## src/pkg/pam_pkg.sv

```systemverilog
// constants, layouts and types of the protection alarm monitor
// assumes one system clock; frames arrive as bytes from the link logic
package pam_pkg;
	localparam logic [31:0] CMD_CODE = 32'h63657373;
	localparam int FRAME_LEN = 28;
	localparam logic [4:0] LAST_IDX = 5'h1b;
	localparam logic [1:0] TX_LAST = 2'h3;
	localparam int OFF_CUT = 4;
	localparam int OFF_MI = 6;
	localparam int OFF_MV = 8;
	localparam int OFF_TEMP = 10;
	localparam int OFF_LI = 12;
	localparam int OFF_LVH = 14;
	localparam int OFF_LVL = 16;
	localparam int OFF_FLAGS = 18;
	localparam int OFF_CRC = 26;
	localparam logic [4:0] SUM_FIRST = 5'h04;
	localparam logic [4:0] SUM_LAST = 5'h19;
	// flag byte bit positions
	localparam int F_HEAT = 0;
	localparam int F_UV = 1;
	localparam int F_BRIDGE = 2;
	localparam int F_SWAP = 3;
	localparam int F_LATCH = 4;
	localparam int F_RECON = 5;
	// alarm source bit positions
	localparam int A_MI = 0;
	localparam int A_MV = 1;
	localparam int A_TEMP = 2;
	localparam int A_LI = 3;
	localparam int A_LVH = 4;
	localparam int A_LVL = 5;
	localparam int A_HEAT = 6;
	localparam int A_SWAP = 7;
	// register map, byte addresses
	localparam logic [7:0] REG_STATUS = 8'h00;
	localparam logic [7:0] REG_MASK = 8'h04;
	localparam logic [7:0] REG_ALARM = 8'h08;
	localparam logic [7:0] REG_CTRL = 8'h0c;
	localparam logic [7:0] REG_FLAGS = 8'h10;
	localparam int S_APPLIED = 0;
	localparam int S_BADFRM = 1;
	localparam int S_ALARM = 2;
	localparam int S_CUTOFF = 3;
	localparam int C_STOP = 0;
	localparam int R_MOFF = 8;
	localparam int R_POFF = 9;
	localparam int R_CFG = 10;
	localparam logic [1:0] RESP_OKAY = 2'h0;
	localparam logic [1:0] RESP_SLVERR = 2'h2;
	typedef struct packed {
		logic [15:0] motor_supply_cutoff_level;
		logic [15:0] motor_current_limit;
		logic [15:0] motor_voltage_limit;
		logic [15:0] temperature_limit;
		logic [15:0] link_current_limit;
		logic [15:0] link_voltage_high_limit;
		logic [15:0] link_voltage_low_limit;
		logic [7:0] flags;
	} pam_cfg_s;
	typedef struct packed {
		logic [15:0] motor_v;
		logic [15:0] motor_i;
		logic [15:0] temp;
		logic [15:0] link_i;
		logic [15:0] link_v;
		logic drv_heat;
		logic limit_swap;
		logic bridge_fault;
	} pam_meas_s;
	typedef enum logic [2:0] {
		ST_RX = 3'b001,
		ST_CHK = 3'b010,
		ST_TX = 3'b100
	} pam_st_e;
endpackage

```

## src/design/pam_monitor.sv

```systemverilog
// protection alarm monitor: settings frame receiver, limit checks, regs
// assumes byte stream and AXI4-Lite on MCLK; measurements are asynchronous
// Summary of operation
// - frame is 28 bytes with fixed code
// - undervoltage enabled: motor off below cutoff
// - alarm when motor current over limit
// - alarm when motor voltage over limit
// - alarm when temperature over limit
// - alarm when link current over limit
// - alarm when link voltage above upper limit
// - alarm when link voltage below lower limit
// - flags enable overheat and border-swap alarms
// - bridge fault cuts power stage when enabled
// - latched alarms cleared only by stop
// - flag enables link reconnect recovery
//
// The address map and register access over AXI4-Lite were left to the implementer.
`timescale 1ns/1ps
module pam_monitor (
	input wire logic MCLK,
	input wire logic RST,
	input wire logic RX_VALID,
	input wire logic [7:0] RX_DATA,
	input wire logic RX_LAST,
	output logic RX_READY,
	output logic TX_VALID,
	output logic [7:0] TX_DATA,
	input wire logic TX_READY,
	input wire logic [15:0] MOTOR_V,
	input wire logic [15:0] MOTOR_I,
	input wire logic [15:0] TEMP,
	input wire logic [15:0] LINK_I,
	input wire logic [15:0] LINK_V,
	input wire logic DRV_HEAT,
	input wire logic LIMIT_SWAP,
	input wire logic BRIDGE_FAULT,
	input wire logic STOP_CMD,
	output logic ALARM,
	output logic MOTOR_OFF,
	output logic POWER_OFF,
	output logic RECONNECT_EN,
	output logic IRQ,
	input wire logic [7:0] S_AXI_AWADDR,
	input wire logic S_AXI_AWVALID,
	output logic S_AXI_AWREADY,
	input wire logic [31:0] S_AXI_WDATA,
	input wire logic [3:0] S_AXI_WSTRB,
	input wire logic S_AXI_WVALID,
	output logic S_AXI_WREADY,
	output logic [1:0] S_AXI_BRESP,
	output logic S_AXI_BVALID,
	input wire logic S_AXI_BREADY,
	input wire logic [7:0] S_AXI_ARADDR,
	input wire logic S_AXI_ARVALID,
	output logic S_AXI_ARREADY,
	output logic [31:0] S_AXI_RDATA,
	output logic [1:0] S_AXI_RRESP,
	output logic S_AXI_RVALID,
	input wire logic S_AXI_RREADY
);
	pam_pkg::pam_meas_s meas_m_r, meas_s_r, meas_in;
	pam_pkg::pam_cfg_s cfg_r, cfg_nxt;
	pam_pkg::pam_st_e st_r, st_nxt;
	logic [7:0] buf_r [pam_pkg::FRAME_LEN];
	logic [7:0] buf_nxt [pam_pkg::FRAME_LEN];
	logic [4:0] cnt_r, cnt_nxt;
	logic [15:0] sum_r, sum_nxt;
	logic over_r, over_nxt, cfg_ok_r, cfg_ok_nxt;
	logic [1:0] tx_idx_r, tx_idx_nxt;
	logic rx_ready_nxt, tx_valid_nxt;
	logic [7:0] tx_data_nxt;
	logic rx_hs, ev_applied, ev_bad, frame_ok;
	logic [7:0] src_now, src_r, src_nxt;
	logic alarm_r, alarm_nxt, moff_r, moff_nxt, poff_r, poff_nxt;
	logic recon_r, recon_nxt, stop_any;
	logic [3:0] status_r, status_nxt, mask_r, mask_nxt, w1c, ev;
	logic irq_r, irq_nxt, sw_stop;
	logic aw_hs, w_hs, ar_hs, do_wr;
	logic aw_got_r, aw_got_nxt, w_got_r, w_got_nxt;
	logic awready_r, awready_nxt, wready_r, wready_nxt, arready_r, arready_nxt;
	logic [7:0] waddr_r, waddr_nxt;
	logic [31:0] wdata_r, wdata_nxt, rdata_r, rdata_nxt, wmask;
	logic bvalid_r, bvalid_nxt, rvalid_r, rvalid_nxt;
	logic [1:0] bresp_r, bresp_nxt, rresp_r, rresp_nxt;

	assign meas_in = '{MOTOR_V, MOTOR_I, TEMP, LINK_I, LINK_V, DRV_HEAT,
		LIMIT_SWAP, BRIDGE_FAULT};

	// two-stage synchroniser; analog words change slowly, so a torn
	// sample is tolerated for one cycle rather than paying a handshake
	always_ff @(posedge MCLK) begin
		if (RST) begin
			meas_m_r <= '0;
			meas_s_r <= '0;
		end else begin
			meas_m_r <= meas_in;
			meas_s_r <= meas_m_r;
		end
	end

	// frame receiver, checker and answer
	always_comb begin
		st_nxt = st_r;
		buf_nxt = buf_r;
		cnt_nxt = cnt_r;
		sum_nxt = sum_r;
		over_nxt = over_r;
		cfg_nxt = cfg_r;
		cfg_ok_nxt = cfg_ok_r;
		tx_idx_nxt = tx_idx_r;
		tx_valid_nxt = TX_VALID;
		tx_data_nxt = TX_DATA;
		ev_applied = 1'b0;
		ev_bad = 1'b0;
		rx_hs = RX_VALID & RX_READY;
		frame_ok = ({buf_r[3], buf_r[2], buf_r[1], buf_r[0]} ==
			pam_pkg::CMD_CODE) &&
			({buf_r[pam_pkg::OFF_CRC + 1], buf_r[pam_pkg::OFF_CRC]} == sum_r);
		unique case (st_r)
			pam_pkg::ST_RX: begin
				if (rx_hs) begin
					if (!over_r)
						buf_nxt[cnt_r] = RX_DATA;
					if (cnt_r >= pam_pkg::SUM_FIRST && cnt_r <= pam_pkg::SUM_LAST &&
						!over_r)
						sum_nxt = sum_r + {8'h00, RX_DATA};
					if (RX_LAST) begin
						cnt_nxt = '0;
						over_nxt = 1'b0;
						if (cnt_r == pam_pkg::LAST_IDX && !over_r) begin
							st_nxt = pam_pkg::ST_CHK;
						end else begin
							ev_bad = 1'b1;
							sum_nxt = '0;
						end
					end else if (cnt_r == pam_pkg::LAST_IDX) begin
						over_nxt = 1'b1;
					end else begin
						cnt_nxt = cnt_r + 5'h01;
					end
				end
			end
			pam_pkg::ST_CHK: begin
				sum_nxt = '0;
				if (frame_ok) begin
					cfg_nxt.motor_supply_cutoff_level =
						{buf_r[pam_pkg::OFF_CUT + 1], buf_r[pam_pkg::OFF_CUT]};
					cfg_nxt.motor_current_limit =
						{buf_r[pam_pkg::OFF_MI + 1], buf_r[pam_pkg::OFF_MI]};
					cfg_nxt.motor_voltage_limit =
						{buf_r[pam_pkg::OFF_MV + 1], buf_r[pam_pkg::OFF_MV]};
					cfg_nxt.temperature_limit =
						{buf_r[pam_pkg::OFF_TEMP + 1], buf_r[pam_pkg::OFF_TEMP]};
					cfg_nxt.link_current_limit =
						{buf_r[pam_pkg::OFF_LI + 1], buf_r[pam_pkg::OFF_LI]};
					cfg_nxt.link_voltage_high_limit =
						{buf_r[pam_pkg::OFF_LVH + 1], buf_r[pam_pkg::OFF_LVH]};
					cfg_nxt.link_voltage_low_limit =
						{buf_r[pam_pkg::OFF_LVL + 1], buf_r[pam_pkg::OFF_LVL]};
					cfg_nxt.flags = buf_r[pam_pkg::OFF_FLAGS];
					cfg_ok_nxt = 1'b1;
					ev_applied = 1'b1;
					st_nxt = pam_pkg::ST_TX;
					tx_idx_nxt = '0;
					tx_valid_nxt = 1'b1;
					tx_data_nxt = pam_pkg::CMD_CODE[7:0];
				end else begin
					ev_bad = 1'b1;
					st_nxt = pam_pkg::ST_RX;
				end
			end
			pam_pkg::ST_TX: begin
				if (TX_READY) begin
					if (tx_idx_r == pam_pkg::TX_LAST) begin
						tx_valid_nxt = 1'b0;
						st_nxt = pam_pkg::ST_RX;
					end else begin
						tx_idx_nxt = tx_idx_r + 2'h1;
						tx_data_nxt = pam_pkg::CMD_CODE[{tx_idx_nxt, 3'h0} +: 8];
					end
				end
			end
			default: st_nxt = pam_pkg::ST_RX;
		endcase
		rx_ready_nxt = (st_nxt == pam_pkg::ST_RX);
	end

	always_ff @(posedge MCLK) begin
		if (RST) begin
			st_r <= pam_pkg::ST_RX;
			buf_r <= '{default: 8'h00};
			cnt_r <= '0;
			sum_r <= '0;
			over_r <= 1'b0;
			cfg_r <= '0;
			cfg_ok_r <= 1'b0;
			tx_idx_r <= '0;
			RX_READY <= 1'b0;
			TX_VALID <= 1'b0;
			TX_DATA <= 8'h00;
		end else begin
			st_r <= st_nxt;
			buf_r <= buf_nxt;
			cnt_r <= cnt_nxt;
			sum_r <= sum_nxt;
			over_r <= over_nxt;
			cfg_r <= cfg_nxt;
			cfg_ok_r <= cfg_ok_nxt;
			tx_idx_r <= tx_idx_nxt;
			RX_READY <= rx_ready_nxt;
			TX_VALID <= tx_valid_nxt;
			TX_DATA <= tx_data_nxt;
		end
	end

	// limit checks; nothing trips before the first valid settings frame
	always_comb begin
		stop_any = STOP_CMD | sw_stop;
		src_now = '0;
		src_now[pam_pkg::A_MI] = meas_s_r.motor_i > cfg_r.motor_current_limit;
		src_now[pam_pkg::A_MV] = meas_s_r.motor_v > cfg_r.motor_voltage_limit;
		src_now[pam_pkg::A_TEMP] = meas_s_r.temp > cfg_r.temperature_limit;
		src_now[pam_pkg::A_LI] = meas_s_r.link_i > cfg_r.link_current_limit;
		src_now[pam_pkg::A_LVH] = meas_s_r.link_v > cfg_r.link_voltage_high_limit;
		src_now[pam_pkg::A_LVL] = meas_s_r.link_v < cfg_r.link_voltage_low_limit;
		src_now[pam_pkg::A_HEAT] = meas_s_r.drv_heat & cfg_r.flags[pam_pkg::F_HEAT];
		src_now[pam_pkg::A_SWAP] = meas_s_r.limit_swap &
			cfg_r.flags[pam_pkg::F_SWAP];
		src_now = src_now & {8{cfg_ok_r}};
		// sticky until stop; stop zeroes, a live fault re-arms next cycle
		if (cfg_r.flags[pam_pkg::F_LATCH])
			src_nxt = stop_any ? 8'h00 : (src_r | src_now);
		else
			src_nxt = src_now;
		alarm_nxt = |src_nxt;
		moff_nxt = cfg_ok_r & cfg_r.flags[pam_pkg::F_UV] &
			(meas_s_r.motor_v < cfg_r.motor_supply_cutoff_level);
		poff_nxt = cfg_ok_r & cfg_r.flags[pam_pkg::F_BRIDGE] &
			meas_s_r.bridge_fault;
		recon_nxt = cfg_r.flags[pam_pkg::F_RECON];
		ev = '0;
		ev[pam_pkg::S_APPLIED] = ev_applied;
		ev[pam_pkg::S_BADFRM] = ev_bad;
		ev[pam_pkg::S_ALARM] = alarm_nxt & ~alarm_r;
		ev[pam_pkg::S_CUTOFF] = moff_nxt & ~moff_r;
		// set wins over a simultaneous write-one-to-clear
		status_nxt = (status_r & ~w1c) | ev;
		irq_nxt = |(status_nxt & mask_nxt);
	end

	always_ff @(posedge MCLK) begin
		if (RST) begin
			src_r <= '0;
			alarm_r <= 1'b0;
			moff_r <= 1'b0;
			poff_r <= 1'b0;
			recon_r <= 1'b0;
			status_r <= '0;
			irq_r <= 1'b0;
		end else begin
			src_r <= src_nxt;
			alarm_r <= alarm_nxt;
			moff_r <= moff_nxt;
			poff_r <= poff_nxt;
			recon_r <= recon_nxt;
			status_r <= status_nxt;
			irq_r <= irq_nxt;
		end
	end

	assign ALARM = alarm_r;
	assign MOTOR_OFF = moff_r;
	assign POWER_OFF = poff_r;
	assign RECONNECT_EN = recon_r;
	assign IRQ = irq_r;

	// AXI4-Lite slave; address and data accepted in either order
	always_comb begin
		aw_hs = S_AXI_AWVALID & awready_r;
		w_hs = S_AXI_WVALID & wready_r;
		ar_hs = S_AXI_ARVALID & arready_r;
		aw_got_nxt = aw_got_r | aw_hs;
		w_got_nxt = w_got_r | w_hs;
		waddr_nxt = aw_hs ? S_AXI_AWADDR : waddr_r;
		wmask = {{8{S_AXI_WSTRB[3]}}, {8{S_AXI_WSTRB[2]}},
			{8{S_AXI_WSTRB[1]}}, {8{S_AXI_WSTRB[0]}}};
		wdata_nxt = w_hs ? (S_AXI_WDATA & wmask) : wdata_r;
		bvalid_nxt = bvalid_r & ~S_AXI_BREADY;
		bresp_nxt = bresp_r;
		mask_nxt = mask_r;
		w1c = '0;
		sw_stop = 1'b0;
		do_wr = aw_got_nxt & w_got_nxt & ~bvalid_nxt;
		if (do_wr) begin
			aw_got_nxt = 1'b0;
			w_got_nxt = 1'b0;
			bvalid_nxt = 1'b1;
			bresp_nxt = pam_pkg::RESP_OKAY;
			unique case (waddr_nxt)
				pam_pkg::REG_STATUS: w1c = wdata_nxt[3:0];
				pam_pkg::REG_MASK: mask_nxt = wdata_nxt[3:0];
				pam_pkg::REG_CTRL: sw_stop = wdata_nxt[pam_pkg::C_STOP];
				pam_pkg::REG_ALARM, pam_pkg::REG_FLAGS: ;
				default: bresp_nxt = pam_pkg::RESP_SLVERR;
			endcase
		end
		awready_nxt = ~aw_got_nxt;
		wready_nxt = ~w_got_nxt;
		rvalid_nxt = rvalid_r & ~S_AXI_RREADY;
		rdata_nxt = rdata_r;
		rresp_nxt = rresp_r;
		if (ar_hs) begin
			rvalid_nxt = 1'b1;
			rresp_nxt = pam_pkg::RESP_OKAY;
			rdata_nxt = '0;
			unique case (S_AXI_ARADDR)
				pam_pkg::REG_STATUS: rdata_nxt[3:0] = status_r;
				pam_pkg::REG_MASK: rdata_nxt[3:0] = mask_r;
				pam_pkg::REG_ALARM: begin
					rdata_nxt[7:0] = src_r;
					rdata_nxt[pam_pkg::R_MOFF] = moff_r;
					rdata_nxt[pam_pkg::R_POFF] = poff_r;
					rdata_nxt[pam_pkg::R_CFG] = cfg_ok_r;
				end
				pam_pkg::REG_CTRL: ;
				pam_pkg::REG_FLAGS: rdata_nxt[7:0] = cfg_r.flags;
				default: rresp_nxt = pam_pkg::RESP_SLVERR;
			endcase
		end
		arready_nxt = ~rvalid_nxt;
	end

	always_ff @(posedge MCLK) begin
		if (RST) begin
			aw_got_r <= 1'b0;
			w_got_r <= 1'b0;
			awready_r <= 1'b0;
			wready_r <= 1'b0;
			arready_r <= 1'b0;
			waddr_r <= '0;
			wdata_r <= '0;
			bvalid_r <= 1'b0;
			bresp_r <= pam_pkg::RESP_OKAY;
			rvalid_r <= 1'b0;
			rdata_r <= '0;
			rresp_r <= pam_pkg::RESP_OKAY;
			mask_r <= '0;
		end else begin
			aw_got_r <= aw_got_nxt;
			w_got_r <= w_got_nxt;
			awready_r <= awready_nxt;
			wready_r <= wready_nxt;
			arready_r <= arready_nxt;
			waddr_r <= waddr_nxt;
			wdata_r <= wdata_nxt;
			bvalid_r <= bvalid_nxt;
			bresp_r <= bresp_nxt;
			rvalid_r <= rvalid_nxt;
			rdata_r <= rdata_nxt;
			rresp_r <= rresp_nxt;
			mask_r <= mask_nxt;
		end
	end

	assign S_AXI_AWREADY = awready_r;
	assign S_AXI_WREADY = wready_r;
	assign S_AXI_BVALID = bvalid_r;
	assign S_AXI_BRESP = bresp_r;
	assign S_AXI_ARREADY = arready_r;
	assign S_AXI_RVALID = rvalid_r;
	assign S_AXI_RDATA = rdata_r;
	assign S_AXI_RRESP = rresp_r;
endmodule

```

## config.mk

```make
export PLATFORM = sky130hd
export DESIGN_NAME = pam_monitor
export DESIGN_NICKNAME = d
export VERILOG_FILES = /design/src/pkg/pam_pkg.sv /design/src/design/pam_monitor.sv
export SDC_FILE = /design/constraint.sdc
export NUM_CORES = 1
export LEC_CHECK = 0
export BUFFER_PORTS_ARGS = -buffer_cell sky130_fd_sc_hd__buf_2
export CELL_PAD_IN_SITES_DETAIL_PLACEMENT = 1
export CELL_PAD_IN_SITES_GLOBAL_PLACEMENT = 1
export CORE_UTILIZATION = 40
export DETAILED_ROUTE_END_ITERATION = 8
export PLACE_DENSITY_LB_ADDON = 0.1
export SLEW_MARGIN = 10
export SYNTH_ARGS = -nofsm -noshare
export SYNTH_HDL_FRONTEND = slang
export SYNTH_SLANG_ARGS = --single-unit
```

## constraint.sdc

```tcl
create_clock -name MCLK -period 2.5 [get_ports MCLK]
set_input_delay 0.375 -clock MCLK [delete_from_list [all_inputs] [get_ports MCLK]]
set_output_delay 0.375 -clock MCLK [all_outputs]
set_load 0.03 [all_outputs]
```

== Word level (Yosys, flattened, before mapping) ==
Cells that the tools add are included.

* Bits of input ports: 154
* Logic and storage cells: 233
* Flip-flop bits (word level): 603
* Output and inout bits: 56

* Eq/ne operators: 22
* $add $sub $neg: 3
* Bitwise logic cells: 36
* Magnitude comparators: 11
* Reduce and logical (&&, ||, !) cells: 22
* Shift-type cells: 1
* Multiplexer cells: 57

{| class="wikitable"
|+ Operator list
! operator !! count
|-
| $bwmux W224 || 1
|-
| $gt A16 B16 Y1 || 5
|-
| $mux W16 || 4
|-
| $mux W8 || 7
|-
| $demux W8 S5 || 1
|-
| $eq A32 B31 Y1 const B || 1
|-
| $eq A8 B4 Y1 const B || 4
|-
| $lt A16 B16 Y1 || 2
|-
| $pmux W16 S2 || 1
|-
| $shiftx A32 B6 Y8 const A || 1
|-
| $mux W3 || 7
|-
| $mux W4 || 5
|-
| $mux W1 || 17
|-
| $add A16 B8 Y16 || 1
|-
| $and A1 B1 Y1 || 16
|-
| $eq A16 B16 Y1 || 1
|-
| $eq A8 B3 Y1 const B || 2
|-
| $eq A8 B5 Y1 const B || 2
|-
| $logic_not A8 Y1 || 2
|-
| $pmux W4 S4 || 1
|-
| $pmux W8 S2 || 1
|-
| $and A4 B4 Y4 || 3
|-
| $ne A2 B2 Y1 const B || 6
|-
| $mux W2 || 5
|-
| other kinds (32) || 56
|}

== Depth between registers and ports, before layout ==
Gate-level depths: netlist of the first run.

* Depth after elaboration: 13
* Depth in mapped cells: 10
* Depth with buffers taken out: 9

== Least setup slack after synthesis of the first run ==
No wires, ideal clock.

* Path type: input to register
* Start: in RX_DATA[0]
* End: reg sum_r[10]
* Stages: 9
* Required time: 2.384 ns
* Buffers on the path: 0
* Data arrival time: 2.277 ns
* Path slack: 0.107 ns
* Library setup time: 0.116 ns
* Cells stage by stage: ha_1 fa_1 a21o_1 a21oi_1 o21bai_1 a21oi_1 o21ai_0 a32o_1 a31o_2

* Word-level cells in the longest chain between the ends: 6

{| class="wikitable"
|+ RTL lines
! what !! RTL line !! text
|-
| start, declared || pam_monitor.sv:23 || <nowiki>input wire logic [7:0] RX_DATA,</nowiki>
|-
| $add A16 B8 Y16 (*) || pam_monitor.sv:126 || <nowiki>sum_nxt = sum_r + {8'h00, RX_DATA};</nowiki>
|-
| $mux W16 (*) || pam_monitor.sv:124 || <nowiki>if (cnt_r >= pam_pkg::SUM_FIRST && cnt_r <= pam_pkg::SUM_LAST &&</nowiki>
|-
| $mux W16 || pam_monitor.sv:130 || <nowiki>if (cnt_r == pam_pkg::LAST_IDX && !over_r) begin</nowiki>
|-
| $mux W16 (*) || pam_monitor.sv:127 || <nowiki>if (RX_LAST) begin</nowiki>
|-
| $mux W16 (*) || pam_monitor.sv:121 || <nowiki>if (rx_hs) begin</nowiki>
|-
| $pmux W16 S2 (*) || pam_monitor.sv:119 || <nowiki>unique case (st_r)</nowiki>
|-
| end signal, assigned || pam_monitor.sv:205 || <nowiki>sum_r <= sum_nxt;</nowiki>
|-
| end, declared || pam_monitor.sv:67 || <nowiki>logic [15:0] sum_r, sum_nxt;</nowiki>
|}

Mark *: on every way between the ends. The rest lies on a longest branch, timed or not. The select of a mux whose other input is x is not followed.
A chain may end at the register's enable or synchronous reset.

== Final worst setup path of the first run ==
* Start: reg cfg_r[70] (netlist bit)
* End: reg irq_r, in the netlist IRQ

* Word-level cells in the longest chain between the ends: 10

{| class="wikitable"
|+ RTL lines
! what !! RTL line !! text
|-
| start, declared || pam_monitor.sv:62 || <nowiki>pam_pkg::pam_cfg_s cfg_r, cfg_nxt;</nowiki>
|-
| start signal, assigned || pam_monitor.sv:207 || <nowiki>cfg_r <= cfg_nxt;</nowiki>
|-
| $gt A16 B16 Y1 (*) || pam_monitor.sv:222 || <nowiki>src_now[pam_pkg::A_TEMP] = meas_s_r.temp > cfg_r.temperature_limit;</nowiki>
|-
| $and A8 B8 Y8 (*) || pam_monitor.sv:229 || <nowiki>src_now = src_now & {8{cfg_ok_r}};</nowiki>
|-
| $or A8 B8 Y8 || pam_monitor.sv:232 || <nowiki>src_nxt = stop_any ? 8'h00 : (src_r | src_now);</nowiki>
|-
| $mux W8 || pam_monitor.sv:232 ||
|-
| $mux W8 (*) || pam_monitor.sv:231 || <nowiki>if (cfg_r.flags[pam_pkg::F_LATCH])</nowiki>
|-
| $reduce_or A8 Y1 (*) || pam_monitor.sv:235 || <nowiki>alarm_nxt = |src_nxt;</nowiki>
|-
| $and A1 B1 Y1 (*) || pam_monitor.sv:244 || <nowiki>ev[pam_pkg::S_ALARM] = alarm_nxt & ~alarm_r;</nowiki>
|-
| $or A4 B4 Y4 (*) || pam_monitor.sv:247 || <nowiki>status_nxt = (status_r & ~w1c) | ev;</nowiki>
|-
| $and A4 B4 Y4 (*) || pam_monitor.sv:248 || <nowiki>irq_nxt = |(status_nxt & mask_nxt);</nowiki>
|-
| $reduce_or A4 Y1 (*) || pam_monitor.sv:248 ||
|-
| end signal, assigned || pam_monitor.sv:267 || <nowiki>irq_r <= irq_nxt;</nowiki>
|-
| end, declared || pam_monitor.sv:77 || <nowiki>logic irq_r, irq_nxt, sw_stop;</nowiki>
|}

Mark *: on every way between the ends. The rest lies on a longest branch, timed or not.

==> qor.csv, run 1 <==
metric,value,unit
hold_class,in2reg,
crit_slowest_cell,or4_4,
clkSlewWorstSetupHoldPaths,0.06,ns
worstPathMaxFanout,2,
critPathRequiredTime,2.97,ns
drtPass1Iterations,5,
io_pins,210,
synthAdderAreaFrac,0.0722,
wire_per_inst,17.6,um
setup_viol,1,
hold_viol_final,0,
critPathBufInv,1,
antenna_found_initial,0,
fin_crit_sh,1.01,
drive_above_1_share,0.149,
ys_seq_elements,541,
clock_path_buffers,3,
synth_top_family_by_area,simple AND/OR/NAND/NOR gates,
slew_viol_final,0,
syn-instance-count,2557,
cpPeakStageDelay,0.48,ns
max_slew_margin,0.532,
p_leak,0.0105,uW
insertion_delay,0.61,ns
cts_tree,done,
syn_area,22100,sq um
async_flop_share,0,
yosys.cell_types.count,75,
antenna_cells,0,
initial_core_util,0.408,
synth_simple_gate_area_share,0.224,
overflow,0,
drc,0,
violations,setup timing,
fillers,6305,
cp_top_family,compound AO/OA/AOI/OAI gates,
via_count,18000,
crit_path_start_kind,flip-flop,
coreArea,54100,sq um
grt_start_max_net_pins,114,
area_growth,22.3,%
yosysSeqAreaShare,0.490,
end_kind,flip-flop,
worst-slew-pin-transition,0.701,ns
grt_pass1_wl,100000,um
cts-buffers-inserted,59,
layout_common_cells,"dfxtp_1, nand2_1, a21oi_1, nor2b_1, buf_2",
htreeDepth,2,
die_h,237,um
dpl_cell_area,23900,sq um
vias_per_cell,5.10,
nets,3080,
min_period,2.51,ns
rsz0062_at_grt,yes,
port-buffer-count,153,
final_common_cell,dfxtp_1,
regArea,10800,sq um
pwr_density_cell,708,nW/um^2
ys_warn_count,0,
layout_setup_ws,-0.0129,ns
critPathKind,reg2reg,
fmax,398,MHz
multiInputGateArea,10300,sq um
yosys.area_share.xor_xnor,0.00912,
place.gp.congestion,0.792,
synthFlopType,dfxtp_1,
pre_cts_slack,-0.437,ns
synth_edf_count,0,
dieWidth,237,um
wirelength,62300,um
ir_drop,0.000550,V
r2r_slack,-0.01,ns
rows,85,
path_cells,inv_1 -> ha_4 -> nand4_1 -> or2_1 -> or4_4 -> a22oi_2 -> o32ai_4 -> o41ai_4 -> o221ai_1,
synthMuxAreaShare,0.0235,
grt_usage,0.221,
drt_iter0_markers,807,
syn_avg_cell_area,8.64,sq um
maxCapViolations,0,
final_area,27000,sq um
cp.arrival,2.98,ns
status,"finished, violations left",
die_area,56200,sq um
drtAntennaViolNets,0,
hpwl,41600,um
synth_compound_area_frac,0.122,
clock_skew,0.0150,ns
cts-root-buf,clkbuf_16,
cts.sinks,541,
grt_pass1_vias,18700,
## power breakdown
group          internal [uW]  switching [uW]  total, uW
logic                    526             751       1280
registers               8790            74.4       8860
clock network           5480            3500       8980
## logic make-up (layout without fill, tap and decap cells)
logic type	count (synthesis)	in the layout
adder cells (fa/ha/maj)	127	127
AO/OA/AOI/OAI	476	476
buffers and inverters	301	564
multiplexers	51	51
XOR/XNOR	23	23
other	1	25
AND/OR/NAND/NOR	1037	1037
flip-flops	541	541
## worst reg2reg max path: cells and delay by family (launching register included)
kind                     cells  cell delay (ns)
buffers and inverters        1             0.06
AO/OA/AOI/OAI                4             0.88
adder cells (fa/ha/maj)      1             0.26
flip-flops                   1             0.33
AND/OR/NAND/NOR              3             0.86
## cell usage after synthesis, drive strengths merged, types with 3 or more instances
library cell / count / area [sq um]
o21ai: 35 / 190
nand2: 473 / 1780
nand4: 31 / 200
nand2b: 8 / 50.1
nor4b: 4 / 41.3
buf: 68 / 430
o21bai: 3 / 22.5
a22oi: 6 / 45.0
mux2i: 48 / 484
ha: 125 / 1560
inv: 128 / 480
o2111ai: 3 / 26.3
nor4: 7 / 58.8
o31ai: 3 / 22.5
o21a: 9 / 67.6
o22ai: 5 / 31.3
and2: 8 / 50.1
nand3: 133 / 666
and4: 4 / 35.0
or2: 4 / 25.0
or4: 5 / 45.0
a21oi: 342 / 1710
nor2: 122 / 465
o31a: 3 / 26.3
a21o: 12 / 90.1
or3: 5 / 31.3
a221oi: 7 / 61.3
mux2: 3 / 33.8
xnor2: 23 / 201
nor2b: 176 / 1100
o211ai: 10 / 75.1
nor3b: 5 / 37.5
and3: 5 / 31.3
nor3: 31 / 188
a211oi: 9 / 67.6
a31oi: 9 / 56.3
nand4b: 7 / 61.3
dfxtp: 541 / 10800
clkbuf: 105 / 394
nand3b: 3 / 22.5
## routing by layer
layer,vias up,GRT usage,share of wire
li1,8993,-,-
met1,8651,0.293,0.47
met2,301,0.378,0.47
met3,98,0.0294,0.037
met4,0,0.0577,0.021
met5,-,0,0
## path summary, 6_finish.rpt
check | start | end | cells after the start
max | cfg_r[70]$_SDFFE_PP0P_ | IRQ$_SDFF_PP0_ | 9
min | MOTOR_V[13] | meas_m_r[80]$_SDFF_PP0_ | 2
max reg2reg | cfg_r[70]$_SDFFE_PP0P_ | IRQ$_SDFF_PP0_ | 9
min reg2reg | meas_m_r[23]$_SDFF_PP0_ | meas_s_r[23]$_SDFF_PP0_ | 1
## flip-flops by register name (all words and copies together), names as in the netlist, 8 cells and up
name,cells
S_AXI_RDATA,11
buf_r,168
cfg_r,120
meas_m_r,83
meas_s_r,83
src_r,8
sum_r,16
waddr_r,8
## final cells by class
type | count | area share
Sequential cell | 541 | 0.401
Clock buffer | 86 | 0.0655
Clock inverter | 19 | 0.00931
Inverter | 128 | 0.0178
Timing Repair Buffer | 331 | 0.0908
Tap cell | 696 | 0.0322
Multi-Input combinational cell | 1739 | 0.383
## through the flow
stage | TNS, ns | instances | hold slack (ns) | utilization | power, uW
2_1_floorplan | 0 | 2581 | 0.414 | - | 9730
3_3_place_gp | -0.685 | 3352 | 0.418 | 0.442 | 10100
3_5_place_dp | -0.983 | 3352 | 0.425 | 0.442 | 10200
4_1_cts | 0 | 3536 | 0.0123 | 0.497 | 19300
5_1_grt | -0.191 | 3540 | 0.0328 | 0.499 | 19800
6_report | -0.0129 | 3540 | 0.0352 | 0.499 | 19100
## repair_timing
item | in CTS | in global routing
hold buffers | 76 | 0
endpoints found under the setup margin | 3 | 103
endpoints found under the hold margin | 76 | 0
pin swaps | 17 | 10
resized for setup | 32 | 16
buffers inserted | 3 | 4
No activity file was read; power rests on OpenSTA's default activity.
==> run 2: changes to the inputs <==
==> constraint.sdc (replaced) <==
create_clock -name MCLK -period 2.75 [get_ports MCLK]
set_input_delay 0.4125 -clock MCLK [delete_from_list [all_inputs] [get_ports MCLK]]
set_output_delay 0.4125 -clock MCLK [all_outputs]
set_load 0.03 [all_outputs]
==> run 2 against run 1 <==
Compared with the run above: the run now ends clean; power shrank 9.8%; global-route usage decreased by 0.40 points; combinational power shrank 16%; count of clock-buffer cells in the layout down 1; critical path depth unchanged; die area unchanged; non-clock buffer count is 57 lower; sequential power is 9.1% lower; critical path type unchanged; critical endpoint unchanged; largest cell class unchanged; highest routed layer unchanged.
==> qor.csv, run 2 (synthesis results as in run 1) <==
metric,value,unit
antenna_cells,0,
dieWidth,237,um
cts-buffers-inserted,58,
nets,3022,
wl_met2,29200,um
r2r_slack,0.08,ns
hold_viol_final,0,
hpwl,41400,um
pwr_density_cell,657,nW/um^2
totalPowerFinal,17200,uW
drc,0,
hold_class,in2reg,
place.gp.congestion,0.830,
wl_met3,2210,um
grt_start_max_net_pins,133,
critPathKind,reg2reg,
tns,0,ns
grt_pass1_wl,98100,um
layout_common_cells,"dfxtp_1, nand2_1, a21oi_1, nor2b_1, buf_2",
clock_path_buffers,3,
hp-start,LINK_V[1],
io_pins,210,
wl_met1,28800,um
via_count,17800,
r2r-end,IRQ$_SDFF_PP0_,
cp_top_family,compound AO/OA/AOI/OAI gates,
multiInputGateArea,10100,sq um
critPathRequiredTime,3.23,ns
r2r_start,cfg_r[71]$_SDFFE_PP0P_,
grt_usage,0.217,
whs_endpoint,meas_m_r[4]$_SDFF_PP0_,
max_slew_margin,0.515,
worstPathMaxFanout,3,
final_common_cell,dfxtp_1,
cts_tree,done,
cts-root-buf,clkbuf_16,
regArea,10800,sq um
rows,85,
p_leak,0.0101,uW
cpPeakStageDelay,0.48,ns
largest_reg_flops,168,
crit_slowest_cell,or4_4,
slew_viol_final,0,
fmax,374,MHz
wire_per_inst,17.6,um
die_h,237,um
path_cells,inv_1 -> ha_1 -> nand4_1 -> or2_4 -> or4_4 -> a22oi_2 -> o32ai_2 -> o41ai_2 -> o221ai_1,
fillers,6324,
fin_crit_sh,0.971,
setup_viol,0,
drtAntennaViolNets,0,
port-buffer-count,153,
initial_core_util,0.408,
area_growth,18.9,%
wirelength,61200,um
status,"finished, final reports clean",
maxCapViolations,0,
drive_above_1_share,0.129,
die_area,56200,sq um
highest_layer,met4,
end_kind,flip-flop,
drtPass1Iterations,5,
htreeDepth,2,
drt_iter0_markers,715,
ir_drop,0.000466,V
crit_path_start_kind,flip-flop,
min_period,2.67,ns
cts.sinks,541,
cp.arrival,3.15,ns
insertion_delay,0.61,ns
clkSlewWorstSetupHoldPaths,0.06,ns
largest_register,buf_r,
vias_per_cell,5.10,
reg2regPathDepth,9,
clock_skew,0.0172,ns
antenna_found_initial,0,
grt_pass1_vias,18500,
critPathBufInv,1,
holdWs,0.0259,ns
worst-slew-pin-transition,0.727,ns
holdPathStages,2,
coreArea,54100,sq um
overflow,0,
top_regs,"buf_r: 168 flops, cfg_r: 120 flops",
run 2: cell types whose count changed in the layout (fill, tap and decap cells not counted), moves of 3 or more:
| cell | delta |
|---|---|
| ha_4 | -10 |
| dlygate4sd3_1 | -26 |
| inv_2 | -3 |
| dfxtp_1 | +11 |
| ha_1 | +11 |
| buf_4 | -30 |
| dfxtp_2 | -11 |
| inv_1 | +3 |
run 2: layout make-up:
| cell class | count | share of cell area |
|---|---|---|
| clock buffer | 85 | 0.0657 |
| multi-input combinational | 1739 | 0.386 |
| sequential | 541 | 0.413 |
| inverter | 128 | 0.0183 |
| timing repair buffer | 274 | 0.0742 |
| tap | 696 | 0.0332 |
| clock inverter | 22 | 0.0105 |
run 2: worst max-delay path by stage:
stage	cells past startpoint	to	start	slack, ns
after CTS	9	IRQ$_SDFF_PP0_	cfg_r[71]$_SDFFE_PP0P_	0.03
after global routing	9	IRQ$_SDFF_PP0_	cfg_r[71]$_SDFFE_PP0P_	-0.003
final	9	IRQ$_SDFF_PP0_	cfg_r[71]$_SDFFE_PP0P_	0.08
after global placement	9	IRQ$_SDFF_PP0_	cfg_r[71]$_SDFFE_PP0P_	-0.12
after detailed placement	9	IRQ$_SDFF_PP0_	cfg_r[71]$_SDFFE_PP0P_	-0.19
after floorplan	9	sum_r[10]$_SDFFE_PP0P_	RX_DATA[0]	0.32
run 2: worst reg2reg max path: stages (launching register included):
cell      delay, ns
dfxtp_1        0.34
inv_1          0.05
ha_1           0.33
nand4_1        0.12
or2_4          0.28
or4_4          0.48
a22oi_2        0.21
o32ai_2        0.12
o41ai_2        0.43
o221ai_1       0.18
run 2: per-stage QoR:
| step | utilization | setup WS, ns | area, sq um | std cells |
|---|---|---|---|---|
| final | 0.485 | 0.0791 | 26200 | 3485 |
| after global routing | 0.485 | -0.00286 | 26200 | 3485 |
| after CTS | 0.484 | 0.0271 | 26200 | 3482 |
| after detailed placement | 0.438 | -0.187 | 23700 | 3326 |
| after global placement | 0.438 | -0.122 | 23700 | 3326 |
| after floorplan | - | 0.319 | 22200 | 2581 |
run 2: timing repair:
action,CTS,global route
gates resized for setup,3,5
pin swaps,1,4
hold buffers,49,1
setup endpoints to repair,2,2
setup buffers,0,2
endpoints found under the hold margin,49,1
run 2: layer usage:
metal,GRT usage,up-vias
met3,0.0354,81
met2,0.374,267
met5,0,-
met4,0.0510,0
li1,-,8894
met1,0.283,8527
run 2: report_power, final:
group	switching, uW	leakage, uW	internal [uW]	total, uW
combinational	658	0.00475	419	1080
sequential	64.3	0.00440	7990	8050
clock	3230	0.000985	4890	8120
total	3950	0.0101	13300	17200
